[config.mk]
export PLATFORM = sky130hd
export DESIGN_NAME = quad_pwm_top
export DESIGN_NICKNAME = d
export VERILOG_FILES = /design/src/inc/pwm_pkg.sv /design/src/rtl/pwm_channel.sv /design/src/rtl/quad_pwm_top.sv
export SDC_FILE = /design/constraint.sdc
export NUM_CORES = 1
export LEC_CHECK = 0
export BUFFER_PORTS_ARGS = -buffer_cell sky130_fd_sc_hd__buf_2
export CAP_MARGIN = 20
export CORE_ASPECT_RATIO = 0.8
export CORE_UTILIZATION = 35
export DETAILED_ROUTE_END_ITERATION = 8
export PLACE_DENSITY_LB_ADDON = 0.25
export SLEW_MARGIN = 20
export SYNTH_ARGS = -nofsm -noshare
export SYNTH_HDL_FRONTEND = slang
export SYNTH_HIERARCHICAL = 1
export SYNTH_SLANG_ARGS = --single-unit
export TNS_END_PERCENT = 20
[constraint.sdc]
create_clock -name ref_clk -period 10.7 [get_ports ref_clk]
set_input_delay 3.21 -clock ref_clk [delete_from_list [all_inputs] [get_ports ref_clk]]
set_output_delay 3.21 -clock ref_clk [all_outputs]
set_load 0.1 [all_outputs]
[src/inc/pwm_pkg.sv]
package pwm_pkg;

    // ************************************************************
    // waveform geometry
    // ************************************************************
    localparam int SUBSEC_BITS = 4;
    localparam int STEP_BITS = 8;
    localparam int LEVEL_BITS = SUBSEC_BITS + STEP_BITS;
    localparam int CHANNELS = 4;
    localparam int CHAN_BITS = 2;
    // one step is two reference clock periods
    localparam int STEP_CLOCKS = 2;
    localparam logic [SUBSEC_BITS-1:0] LAST_SUBSEC = 4'hf;
    localparam logic [STEP_BITS-1:0] LAST_STEP = 8'hff;

    // ************************************************************
    // rate multiplier subsection patterns
    // ************************************************************
    localparam logic [3:0] RM_EIGHT = 4'h8;
    localparam logic [2:0] RM_FOUR = 3'h4;
    localparam logic [1:0] RM_TWO = 2'h2;
    localparam int NIB_ODD = 3;
    localparam int NIB_TWO = 2;
    localparam int NIB_FOUR = 1;
    localparam int NIB_EIGHT = 0;

    // ************************************************************
    // command low byte layout
    // ************************************************************
    localparam int NIBBLE_MSB = 7;
    localparam int NIBBLE_LSB = 4;
    localparam int OUTPUT_SELECT_BIT = 3;
    localparam int CHANNEL_SEL_HI = 2;
    localparam int CHANNEL_SEL_LO = 1;
    localparam int UPPER_FOLLOWS_BIT = 0;
    localparam logic [7:0] HOLD_RESET = 8'h00;
    localparam logic [LEVEL_BITS-1:0] LEVEL_RESET = 12'h000;

    // ************************************************************
    // types
    // ************************************************************
    typedef struct packed {
        logic enable;
        logic [LEVEL_BITS-1:0] level;
    } chan_setting_type;

    typedef struct packed {
        logic cs_n;
        logic wr_n;
        logic sclk;
        logic serial_in;
        logic output_float_ctrl;
        logic clear_req_n;
    } pin_type;

    localparam pin_type PIN_IDLE = '{1'b1, 1'b1, 1'b0, 1'b0, 1'b1, 1'b1};

    typedef enum logic [1:0] {
        BYTE_LOW = 2'b01,
        BYTE_HIGH = 2'b10
    } byte_state_type;

    typedef enum logic [1:0] {
        CORE_RUN = 2'b01,
        CORE_HELD = 2'b10
    } core_state_type;

endpackage

[src/rtl/pwm_channel.sv]
`timescale 1ns/1ps
module pwm_channel (
    // clock and reset
    input wire logic ref_clk,
    input wire logic arst_n,
    // timing from the shared counter
    input wire logic step_tick,
    input wire logic cycle_start,
    input wire logic wipe,
    input wire logic next_float,
    input wire logic [pwm_pkg::SUBSEC_BITS-1:0] next_subsec,
    input wire logic [pwm_pkg::STEP_BITS-1:0] next_step,
    // setting waiting for the next cycle
    input wire pwm_pkg::chan_setting_type pending,
    // pin drive
    output logic pulse,
    output logic drive
);

    pwm_pkg::chan_setting_type active;
    pwm_pkg::chan_setting_type next_active;
    logic [3:0] nib;
    logic lengthen;
    logic [pwm_pkg::STEP_BITS:0] width;
    logic next_high;

    // new value only at cycle start, never mid-waveform
    assign next_active = cycle_start ? pending : active;
    assign nib = next_active.level[pwm_pkg::SUBSEC_BITS-1:0];

    // bit-reversed rate multiplier; subsection 0 matches no term
    assign lengthen = (next_subsec[0] & nib[pwm_pkg::NIB_ODD])
        | ((next_subsec[1:0] == pwm_pkg::RM_TWO) & nib[pwm_pkg::NIB_TWO])
        | ((next_subsec[2:0] == pwm_pkg::RM_FOUR) & nib[pwm_pkg::NIB_FOUR])
        | ((next_subsec == pwm_pkg::RM_EIGHT) & nib[pwm_pkg::NIB_EIGHT]);

    // upper eight bits give the basic width of every subsection
    assign width = {1'b0, next_active.level[pwm_pkg::LEVEL_BITS-1:pwm_pkg::SUBSEC_BITS]}
        + {{pwm_pkg::STEP_BITS{1'b0}}, lengthen};

    // at most 255 steps in subsection 0, so a full high cycle is impossible
    assign next_high = {1'b0, next_step} < width;

    always_ff @(posedge ref_clk or negedge arst_n) begin
        if (!arst_n) begin
            active <= '0;
        end else if (wipe) begin
            active <= '0;
        end else if (step_tick) begin
            active <= next_active;
        end
    end

    always_ff @(posedge ref_clk or negedge arst_n) begin
        if (!arst_n) begin
            pulse <= 1'b0;
            drive <= 1'b0;
        end else if (wipe) begin
            pulse <= 1'b0;
            drive <= 1'b0;
        end else if (step_tick) begin
            pulse <= next_high;
            drive <= next_active.enable & ~next_float;
        end
    end

endmodule

[src/rtl/quad_pwm_top.sv]
`timescale 1ns/1ps
module quad_pwm_top (
    // clock and power-on reset
    input wire logic ref_clk,
    input wire logic arst_n,
    // serial write port
    input wire logic cs_n,
    input wire logic wr_n,
    input wire logic sclk,
    input wire logic serial_in,
    // global controls
    input wire logic output_float_ctrl,
    input wire logic clear_req_n,
    // pulse outputs, three-state
    output logic [pwm_pkg::CHANNELS-1:0] pulse_out_1_to_4,
    output logic [pwm_pkg::CHANNELS-1:0] pulse_oe
);

    // ************************************************************
    // pin synchronisers
    // ************************************************************
    pwm_pkg::pin_type pins_raw;
    pwm_pkg::pin_type pins_meta;
    pwm_pkg::pin_type pins_sync;
    pwm_pkg::pin_type pins_last;

    assign pins_raw = '{cs_n, wr_n, sclk, serial_in, output_float_ctrl, clear_req_n};

    always_ff @(posedge ref_clk or negedge arst_n) begin
        if (!arst_n) begin
            pins_meta <= pwm_pkg::PIN_IDLE;
            pins_sync <= pwm_pkg::PIN_IDLE;
            pins_last <= pwm_pkg::PIN_IDLE;
        end else begin
            pins_meta <= pins_raw;
            pins_sync <= pins_meta;
            pins_last <= pins_sync;
        end
    end

    wire sclk_rise;
    wire wr_rise;
    wire port_open;

    assign port_open = ~pins_sync.cs_n;
    assign sclk_rise = pins_sync.sclk & ~pins_last.sclk;
    assign wr_rise = pins_sync.wr_n & ~pins_last.wr_n;

    // ************************************************************
    // step divider and cycle position
    // ************************************************************
    logic step_phase;
    logic [pwm_pkg::SUBSEC_BITS-1:0] subsec;
    logic [pwm_pkg::STEP_BITS-1:0] step;
    pwm_pkg::core_state_type core_state;
    pwm_pkg::core_state_type next_core_state;
    logic float_cycle;

    wire step_tick;
    wire at_cycle_end;
    wire cycle_start;
    wire wipe;
    wire next_float;
    wire [pwm_pkg::SUBSEC_BITS-1:0] next_subsec;
    wire [pwm_pkg::STEP_BITS-1:0] next_step;
    wire core_held;

    // timing clock is the reference clock halved
    assign step_tick = step_phase;
    assign core_held = (core_state == pwm_pkg::CORE_HELD);
    assign at_cycle_end = (subsec == pwm_pkg::LAST_SUBSEC) && (step == pwm_pkg::LAST_STEP);

    // clear is only honoured at the end of a running cycle
    assign wipe = step_tick && at_cycle_end && !core_held
        && !pins_sync.clear_req_n;
    // a held core restarts at the next tick once clear is released
    assign cycle_start = step_tick && at_cycle_end && pins_sync.clear_req_n;
    assign next_step = cycle_start ? '0 : step + 8'h01;
    assign next_subsec = cycle_start ? '0
        : (step == pwm_pkg::LAST_STEP) ? subsec + 4'h1 : subsec;
    // float decision fixed for the whole cycle
    assign next_float = cycle_start ? pins_sync.output_float_ctrl : float_cycle;

    always_comb begin
        next_core_state = core_state;
        case (core_state)
            pwm_pkg::CORE_RUN: begin
                if (wipe) begin
                    next_core_state = pwm_pkg::CORE_HELD;
                end
            end
            pwm_pkg::CORE_HELD: begin
                if (cycle_start) begin
                    next_core_state = pwm_pkg::CORE_RUN;
                end
            end
            default: begin
                next_core_state = pwm_pkg::CORE_HELD;
            end
        endcase
    end

    always_ff @(posedge ref_clk or negedge arst_n) begin
        if (!arst_n) begin
            step_phase <= 1'b0;
        end else begin
            step_phase <= ~step_phase;
        end
    end

    // position parks on the last step while held, so release wraps to 0
    always_ff @(posedge ref_clk or negedge arst_n) begin
        if (!arst_n) begin
            subsec <= pwm_pkg::LAST_SUBSEC;
            step <= pwm_pkg::LAST_STEP;
        end else if (step_tick && !core_held && !wipe) begin
            subsec <= next_subsec;
            step <= next_step;
        end else if (step_tick && cycle_start) begin
            subsec <= next_subsec;
            step <= next_step;
        end
    end

    always_ff @(posedge ref_clk or negedge arst_n) begin
        if (!arst_n) begin
            core_state <= pwm_pkg::CORE_HELD;
            float_cycle <= 1'b1;
        end else begin
            core_state <= next_core_state;
            if (step_tick) begin
                float_cycle <= next_float;
            end
        end
    end

    // ************************************************************
    // serial shifter
    // ************************************************************
    logic [7:0] shifter;

    wire shift_now;

    assign shift_now = sclk_rise && port_open && !pins_sync.wr_n;

    // msb first: the eighth bit lands in bit 0
    always_ff @(posedge ref_clk or negedge arst_n) begin
        if (!arst_n) begin
            shifter <= pwm_pkg::HOLD_RESET;
        end else if (shift_now) begin
            shifter <= {shifter[6:0], pins_sync.serial_in};
        end
    end

    // ************************************************************
    // byte holding registers
    // ************************************************************
    logic [7:0] command_low_byte_hold;
    logic [7:0] data_high_byte_hold;
    pwm_pkg::byte_state_type byte_state;
    pwm_pkg::byte_state_type next_byte_state;

    wire byte_done;
    wire take_low;
    wire take_high;
    wire output_select_bit;
    wire upper_follows_bit;
    wire [pwm_pkg::CHAN_BITS-1:0] chan_sel;
    wire [3:0] nibble;
    wire load_nibble;
    wire load_disable;

    // writes are refused while the core is wiped and held
    assign byte_done = wr_rise && port_open && !core_held;
    assign take_low = byte_done && (byte_state == pwm_pkg::BYTE_LOW);
    assign take_high = byte_done && (byte_state == pwm_pkg::BYTE_HIGH);

    assign output_select_bit = shifter[pwm_pkg::OUTPUT_SELECT_BIT];
    assign upper_follows_bit = shifter[pwm_pkg::UPPER_FOLLOWS_BIT];
    // low nibble only is loaded when no upper byte is announced
    assign load_nibble = take_low && output_select_bit && !upper_follows_bit;
    assign load_disable = take_low && !output_select_bit;

    assign chan_sel = {command_low_byte_hold[pwm_pkg::CHANNEL_SEL_HI],
        command_low_byte_hold[pwm_pkg::CHANNEL_SEL_LO]};
    assign nibble = command_low_byte_hold[pwm_pkg::NIBBLE_MSB:pwm_pkg::NIBBLE_LSB];

    always_comb begin
        next_byte_state = byte_state;
        case (byte_state)
            pwm_pkg::BYTE_LOW: begin
                if (take_low && output_select_bit && upper_follows_bit) begin
                    next_byte_state = pwm_pkg::BYTE_HIGH;
                end
            end
            pwm_pkg::BYTE_HIGH: begin
                if (take_high) begin
                    next_byte_state = pwm_pkg::BYTE_LOW;
                end
            end
            default: begin
                next_byte_state = pwm_pkg::BYTE_LOW;
            end
        endcase
    end

    // power-on reset settles the held upper-follows bit, so a dummy byte is harmless
    always_ff @(posedge ref_clk or negedge arst_n) begin
        if (!arst_n) begin
            byte_state <= pwm_pkg::BYTE_LOW;
            command_low_byte_hold <= pwm_pkg::HOLD_RESET;
            data_high_byte_hold <= pwm_pkg::HOLD_RESET;
        end else if (wipe) begin
            byte_state <= pwm_pkg::BYTE_LOW;
            command_low_byte_hold <= pwm_pkg::HOLD_RESET;
            data_high_byte_hold <= pwm_pkg::HOLD_RESET;
        end else begin
            byte_state <= next_byte_state;
            if (take_low) begin
                command_low_byte_hold <= output_select_bit ? shifter
                    : {shifter[7:1], 1'b0};
            end
            if (take_high) begin
                data_high_byte_hold <= shifter;
            end
        end
    end

    // a single-byte commit acts on the byte just shifted, not the old hold
    wire [pwm_pkg::CHAN_BITS-1:0] low_chan_sel;
    wire [3:0] low_nibble;
    wire [pwm_pkg::CHAN_BITS-1:0] commit_chan;

    assign low_chan_sel = {shifter[pwm_pkg::CHANNEL_SEL_HI], shifter[pwm_pkg::CHANNEL_SEL_LO]};
    assign low_nibble = shifter[pwm_pkg::NIBBLE_MSB:pwm_pkg::NIBBLE_LSB];
    assign commit_chan = take_high ? chan_sel : low_chan_sel;

    // ************************************************************
    // pending settings and channels
    // ************************************************************
    pwm_pkg::chan_setting_type pending [pwm_pkg::CHANNELS];
    logic [pwm_pkg::CHANNELS-1:0] lane_pulse;
    logic [pwm_pkg::CHANNELS-1:0] lane_drive;

    genvar ch;
    generate
        for (ch = 0; ch < pwm_pkg::CHANNELS; ch = ch + 1) begin : g_chan
            wire hit;

            assign hit = (commit_chan == pwm_pkg::CHAN_BITS'(ch));

            // kept and still writable while outputs float
            always_ff @(posedge ref_clk or negedge arst_n) begin
                if (!arst_n) begin
                    pending[ch] <= '0;
                end else if (wipe) begin
                    pending[ch] <= '0;
                end else if (hit && take_high) begin
                    pending[ch].enable <= 1'b1;
                    pending[ch].level <= {shifter, nibble};
                end else if (hit && load_nibble) begin
                    pending[ch].enable <= 1'b1;
                    pending[ch].level[pwm_pkg::SUBSEC_BITS-1:0] <= low_nibble;
                end else if (hit && load_disable) begin
                    pending[ch].enable <= 1'b0;
                end
            end

            pwm_channel u_channel (
                .ref_clk(ref_clk),
                .arst_n(arst_n),
                .step_tick(step_tick),
                .cycle_start(cycle_start),
                .wipe(wipe),
                .next_float(next_float),
                .next_subsec(next_subsec),
                .next_step(next_step),
                .pending(pending[ch]),
                .pulse(lane_pulse[ch]),
                .drive(lane_drive[ch])
            );
        end
    endgenerate

    // ************************************************************
    // outputs
    // ************************************************************
    assign pulse_out_1_to_4 = lane_pulse;
    assign pulse_oe = lane_drive;

endmodule

==> impl_metrics.toml, run 1 <==
[die]
initial_utilization_pct = 35.9
fp-row-count = 53
die_h_um = 150
fp.dieW_um = 186
die_area_mm2 = 0.0279
core_mm2 = 0.0265
io_pins = 16

[cts]
cts_buffers = 17
clock-sinks = 158
post_cts_resize_count = 0
clk_pin_slew_worst_paths_ns = 0.06
root_buffer = "clkbuf_16"
clockBufferDepth = 2
clk_latency_ns = 0.43
cts_setup_buffers = 0
ctsHoldBuffers = 0
htree_num_levels = 4
cts_tree = "built"

[logic_synthesis]
async_reset_ff_share_pct = 100
ys_seq_elements = 158
yosysSeqAreaShare_pct = 41.8
synthesis.area_mm2 = 0.00953
synthFlopType = "dfrtp_1"
syn_inst = 941
synth-edff-count = 0
synthDistinctLibCells = 65
syn_nets = 991
yosysWarningCount = 6
yosysTopAreaCellShare_pct = 35.2
synthTopCellsByArea = "dfrtp_1 (35%), mux2i_1 (8.6%), dfstp_2 (6.6%)"
synth.largest_area_cell = "dfrtp_1"
synth_area_per_cell_um2 = 10.1

[setup_path]
critical_path_class = "flip-flop to flip-flop"
critPathLaunchType = "flip-flop"
critPathMaxFanout = 73
cp.arrival_ns = 6.22
critical_path_required_ns = 11.00
cp-end-kind = "flip-flop"

[final_layout]
area_growth_pct = 8.02
nNetsFinal = 973
num_antenna_cells = 0
fin_util_pct = 38.8
fin_area_mm2 = 0.0103
stdcell_count = 1292
drive_gt1_share_pct = 14.8

[sta]
fmax_mhz = 169
min_period_ns = 5.92
setup_tns_ns = 0
hold_violations = 0
holdWs_ns = 0.349
rsz0062_at_grt = "no"
finalClockSkew_ns = 0.00803
finalCritPeriodShare_pct = 55.4
finalMaxSlewViolations = 0
slew_headroom_pct = 22.1
tightestPinTransition_ns = 1.16
setup_viol = 0

[placed_design]
portBuffers = 15
place_hpwl_um = 15700
dp.cells = 1261
gp_congestion = 0.800
place_area_mm2 = 0.00971

[grt]
grt_pass1_vias = 6730
grt_pass1_wl_um = 39300
grt_max_degree = 84
overflow = 0
track_usage_pct = 18.3
grt_antenna_before_repair = 0

[outcome]
status = "finished clean"

[power]
power_leakage_nw = 4.93
vdd_ir_drop_max_v = 0.000112
power.density_mw_per_mm2 = 126

[drt]
routedWlPerCell_um = 18.7
viasPerCell = 5.36
antenna_left = 0
dr_total_vias = 6930
routed_wl_um = 24100
first_pass_iters = 5
drcViolationCount = 0
drtIter0Drc = 532

[worst_hold_path]
hp-class = "flip-flop to flip-flop"

[job]
drv_cap = 0
==> per-stage QoR <==
stage / worst slack (ns) / total power, W
after global routing: 4.37 / 0.00134
after detailed placement: 4.85 / 0.000688
after floorplan: 6.13 / 0.000652
final: 4.78 / 0.00129
after global placement: 5.04 / 0.000688
after CTS: 4.84 / 0.00131
==> kinds of logic after synthesis <==
logic type                 after synthesis  share of synthesized area [%]
adders and majority gates               42                           5.51
muxes                                  107                           12.0
xor gates and xnor gates                34                           3.12
buffers and inverters                   75                           4.91
AOI/OAI and AO/OA                      189                           13.7
and+or+nand+nor                        336                           18.9
DFF                                    158                           41.8
==> registers in the layout (all words and copies together), names as in the netlist, 2 cells and up <==
name and count:
pins_last 2, subsec 4, core_state 2, g_chan.u_channel/pulse 4, pending 52, pins_sync 6, command_low_byte_hold 6, g_chan.u_channel/drive 4
byte_state 2, step 8, pins_meta 6, shifter 8, g_chan.u_channel/active 52
==> synth_stat cells (all sizes together), types with 8 or more instances <==
cell type and n:
clkbuf 21, nand3b 9, nand4b 8, dfstp 24, xnor2 8, o211ai 10, ha 42, dfrtp 134
and2 9, xor2 26, buf 37, a22oi 8, nand3 24, nand2b 11, nor2b 18, a32o 8
mux2 25, o21ai 19, a211oi 16, nand2 139, a21oi 85, mux2i 82, inv 17, nor2 73
nand4 19
==> routing by layer <==
metal	vias up	GRT usage, %	routed length (um)	part of all wire, %
li1	3321	-	-	-
met1	3426	27.7	12700	53
met2	163	25.4	9790	41
met3	20	4.39	1300	5.4
met4	0	5.29	342	1.4
met5	-	0	0	0
==> cell usage in the layout (no fill, tap or decap), types with 7 or more instances in the layout <==
master     netlist  final
nand4_1         11     11
nor2_1          73     73
o211ai_1        10     10
and2_1           9      8
a32o_1           8      8
a211oi_1        16     16
mux2_2          13     13
nand2b_1        11     11
o21ai_0         15     15
nand2_1        135    135
mux2i_1         82     82
xor2_1          26     26
dfrtp_1        134    134
nor2b_1         18     18
a21oi_1         85     85
nand3b_1         9      9
mux2_4          12     12
buf_2           12     14
nand3_1         24     24
inv_1           17     17
ha_1            42     42
xnor2_1          8      8
dfstp_2         24     24
a31oi_1          7      7
clkbuf_16        0     17
==> worst max-delay path, cell delays in order, from the launching register on <==
cell and delay [ns]:
dfstp_2 0.57, ha_1 0.22, and4_1 0.39, and4_1 0.56
and2_4 0.90, buf_4 0.60, nor2_1 0.29, nand2b_1 0.14
o21ai_1 0.08, a22o_1 0.22, ha_1 0.20, ha_1 0.23
nand4b_1 0.15, a22oi_2 0.11, xor2_1 0.17, ha_1 0.30
o21a_1 0.12, o21ai_0 0.10, a211oi_1 0.26, o21ai_0 0.13
==> report_power, final <==
group          internal (W)  switching [W]   total, W
Clock              0.000371       0.000246   0.000616
Combinational     0.0000119      0.0000204  0.0000323
Sequential         0.000607      0.0000373   0.000644
==> worst paths after layout <==
check / from / to / slack, ns / cells after the start
worst max-delay path: step[0]$_DFFE_PN1P_ / g_chan[2].u_channel/pulse$_DFFE_PN0P_ / 4.78 / 19
worst min register to register: pins_meta[2]$_DFF_PN0_ / pins_sync[2]$_DFF_PN0_ / 0.35 / 0
max in group asynchronous: arst_n / shifter[2]$_DFFE_PN0P_ / 6.37 / 2
worst min-delay path: pins_meta[2]$_DFF_PN0_ / pins_sync[2]$_DFF_PN0_ / 0.35 / 0
min in group asynchronous: arst_n / step_phase$_DFF_PN0_ / 2.85 / 1
worst max register to register: step[0]$_DFFE_PN1P_ / g_chan[2].u_channel/pulse$_DFFE_PN0P_ / 4.78 / 19
==> cell type report <==
cell class / instances / area [um^2]
Clock inverter: 11 / 140
Timing Repair Buffer: 21 / 126
Tap cell: 357 / 447
Sequential cell: 158 / 3980
Clock buffer: 20 / 447
Multi-Input combinational cell: 708 / 5090
Inverter: 17 / 63.8
Fill cell: 2692 / 16200
(Power assumes the default switching activity.)
==> run 2, diff against run 1 <==
==> constraint.sdc (replaced) <==
create_clock -name ref_clk -period 4.9 [get_ports ref_clk]
set_input_delay 1.47 -clock ref_clk [delete_from_list [all_inputs] [get_ports ref_clk]]
set_output_delay 1.47 -clock ref_clk [all_outputs]
set_load 0.1 [all_outputs]
==> impl_metrics.toml, run 2 (synthesis results as in run 1) <==
[outcome]
status = "finished clean"

[setup_path]
startpoint = "step[0]$_DFFE_PN1P_"
critical_path_class = "flip-flop to flip-flop"
rr_worst_depth = 17
worst-path-buf-inv = 1
reg2reg_slack_ns = 0.47
worstPathCellList = "ha_1 -> and4_1 -> and4_1 -> and2_4 -> buf_4 -> mux2_4 -> a22o_1 -> ha_1 -> ha_1 -> nand4b_1 -> a22oi_2 -> xor2_1 -> ha_1 -> o21a_1 -> o21ai_0 -> a211oi_1 -> o21ai_0"
cp-end-kind = "flip-flop"
critPathTopFamily = "simple AND/OR/NAND/NOR gates"
crit_path_top_delay_cell = "dfstp_2"
critPathMaxFanout = 24
cp.arrival_ns = 4.74
worstReg2RegStart = "step[0]$_DFFE_PN1P_"
critPathLaunchType = "flip-flop"
reg2reg_to = "g_chan[1].u_channel/pulse$_DFFE_PN0P_"
critical_path_required_ns = 5.21
cp_slowest_stage_delay_ns = 0.58
cp_common_cell = "ha_1"

[drt]
first_pass_iters = 5
dr_total_vias = 6940
antenna_left = 0
drtIter0Drc = 514
routed_wl_um = 24500
viasPerCell = 5.31
routedWlPerCell_um = 18.7
drcViolationCount = 0

[final_layout]
fin_area_mm2 = 0.0104
largestRegisters = "g_chan.u_channel/active (52), pending (52)"
final_common_cell = "nand2_1"
drive_gt1_share_pct = 16.1
nNetsFinal = 986
area_growth_pct = 9.49
layout_common_cells = "nand2_1 (135), dfrtp_1 (134), a21oi_1 (85), mux2i_1 (82), nor2_1 (73)"
num_antenna_cells = 0

[cts]
clockBufferDepth = 2
cts_setup_buffers = 0
clk_pin_slew_worst_paths_ns = 0.06
ctsHoldBuffers = 0
root_buffer = "clkbuf_16"
cts_tree = "built"
cts_buffers = 17
post_cts_resize_count = 0
clk_latency_ns = 0.44
htree_num_levels = 4
clock-sinks = 158

[sta]
min_period_ns = 4.43
hold_violations = 0
fmax_mhz = 226
tightestPinTransition_ns = 1.12
finalClockSkew_ns = 0.0114
rsz0062_at_grt = "no"
setup_tns_ns = 0
finalMaxSlewViolations = 0
setup_ws_ns = 0.469
setup_viol = 0
slew_headroom_pct = 25.1
finalCritPeriodShare_pct = 90.4

[power]
power.density_mw_per_mm2 = 275
power.total_w = 0.00287
vdd_ir_drop_max_v = 0.000253
power_leakage_nw = 5.01

[die]
initial_utilization_pct = 35.9
die_h_um = 150
io_pins = 16
die_area_mm2 = 0.0279
core_mm2 = 0.0265
fp-row-count = 53
fp.dieW_um = 186

[grt]
grt_antenna_before_repair = 0
overflow = 0
grt_max_degree = 97
track_usage_pct = 18.3
grt_pass1_vias = 6748
grt_pass1_wl_um = 39500

[placed_design]
gp_congestion = 0.811
place_area_mm2 = 0.00982
place_hpwl_um = 16100
portBuffers = 15
post-place-ws_ns = 0.479

[worst_hold_path]
whs_path_depth = 0
hp-class = "flip-flop to flip-flop"
hold_start = "pins_meta[2]$_DFF_PN0_"
hold_path_end = "pins_sync[2]$_DFF_PN0_"

[job]
drv_cap = 0
-- run 2: cell types whose count changed in the layout (fill, tap and decap cells not counted) --
cell	previous run	this run
clkinv_4	1	4
inv_6	1	2
clkbuf_1	2	1
buf_4	6	18
clkbuf_8	1	2
clkinv_2	5	2
buf_12	0	1
-- run 2: worst max path at each step --
stage,to,slack (ns),cells past startpoint
2_1_floorplan,g_chan[0].u_channel/pulse$_DFFE_PN0P_,0.33,21
3_3_place_gp,g_chan[0].u_channel/pulse$_DFFE_PN0P_,0.61,18
3_5_place_dp,g_chan[1].u_channel/pulse$_DFFE_PN0P_,0.48,17
4_1_cts,g_chan[1].u_channel/pulse$_DFFE_PN0P_,0.47,17
5_1_grt,g_chan[0].u_channel/pulse$_DFFE_PN0P_,0.19,18
6_report,g_chan[1].u_channel/pulse$_DFFE_PN0P_,0.47,17
-- run 2: through the flow --
stage	cells	hold slack, ns	util [%]
finish	1306	0.348	39.3
global route	1306	0.359	39.3
CTS	1306	0.349	39.3
detailed placement	1274	0.335	37.0
global placement	1274	0.333	37.0
floorplan	941	0.331	-
-- run 2: worst reg2reg max path, cell delays in order, from the launching register on --
cell and delay (ns):
dfstp_2 0.58, ha_1 0.24, and4_1 0.25, and4_1 0.21, and2_4 0.40, buf_4 0.28, mux2_4 0.31, a22o_1 0.26
ha_1 0.20, ha_1 0.23, nand4b_1 0.15, a22oi_2 0.11, xor2_1 0.17, ha_1 0.30, o21a_1 0.13, o21ai_0 0.10
a211oi_1 0.25, o21ai_0 0.13
-- run 2: final cells by class --
| class | instances | area (um^2) |
|---|---|---|
| Timing Repair Buffer | 34 | 236 |
| Sequential cell | 158 | 3980 |
| Tap cell | 357 | 447 |
| Fill cell | 2665 | 16100 |
| Inverter | 17 | 63.8 |
| Clock buffer | 20 | 457 |
| Multi-Input combinational cell | 708 | 5090 |
| Clock inverter | 12 | 160 |
-- run 2: report_power, final --
group	total, W	switching (W)	internal (W)
combinational	0.0000727	0.0000457	0.0000270
sequential	0.00141	0.0000818	0.00133
clock	0.00139	0.000559	0.000833
total	0.00287	0.000686	0.00218
-- run 2: per-layer routing --
layer / vias up / wire length, um / global-route usage, % / share of wire, %
met1: 3459 / 13200 / 28.2 / 54
li1: 3363 / - / - / -
met3: 15 / 814 / 3.42 / 3.3
met4: 0 / 231 / 4.18 / 0.94
met5: - / 0 / 0 / 0
met2: 103 / 10200 / 26.1 / 42
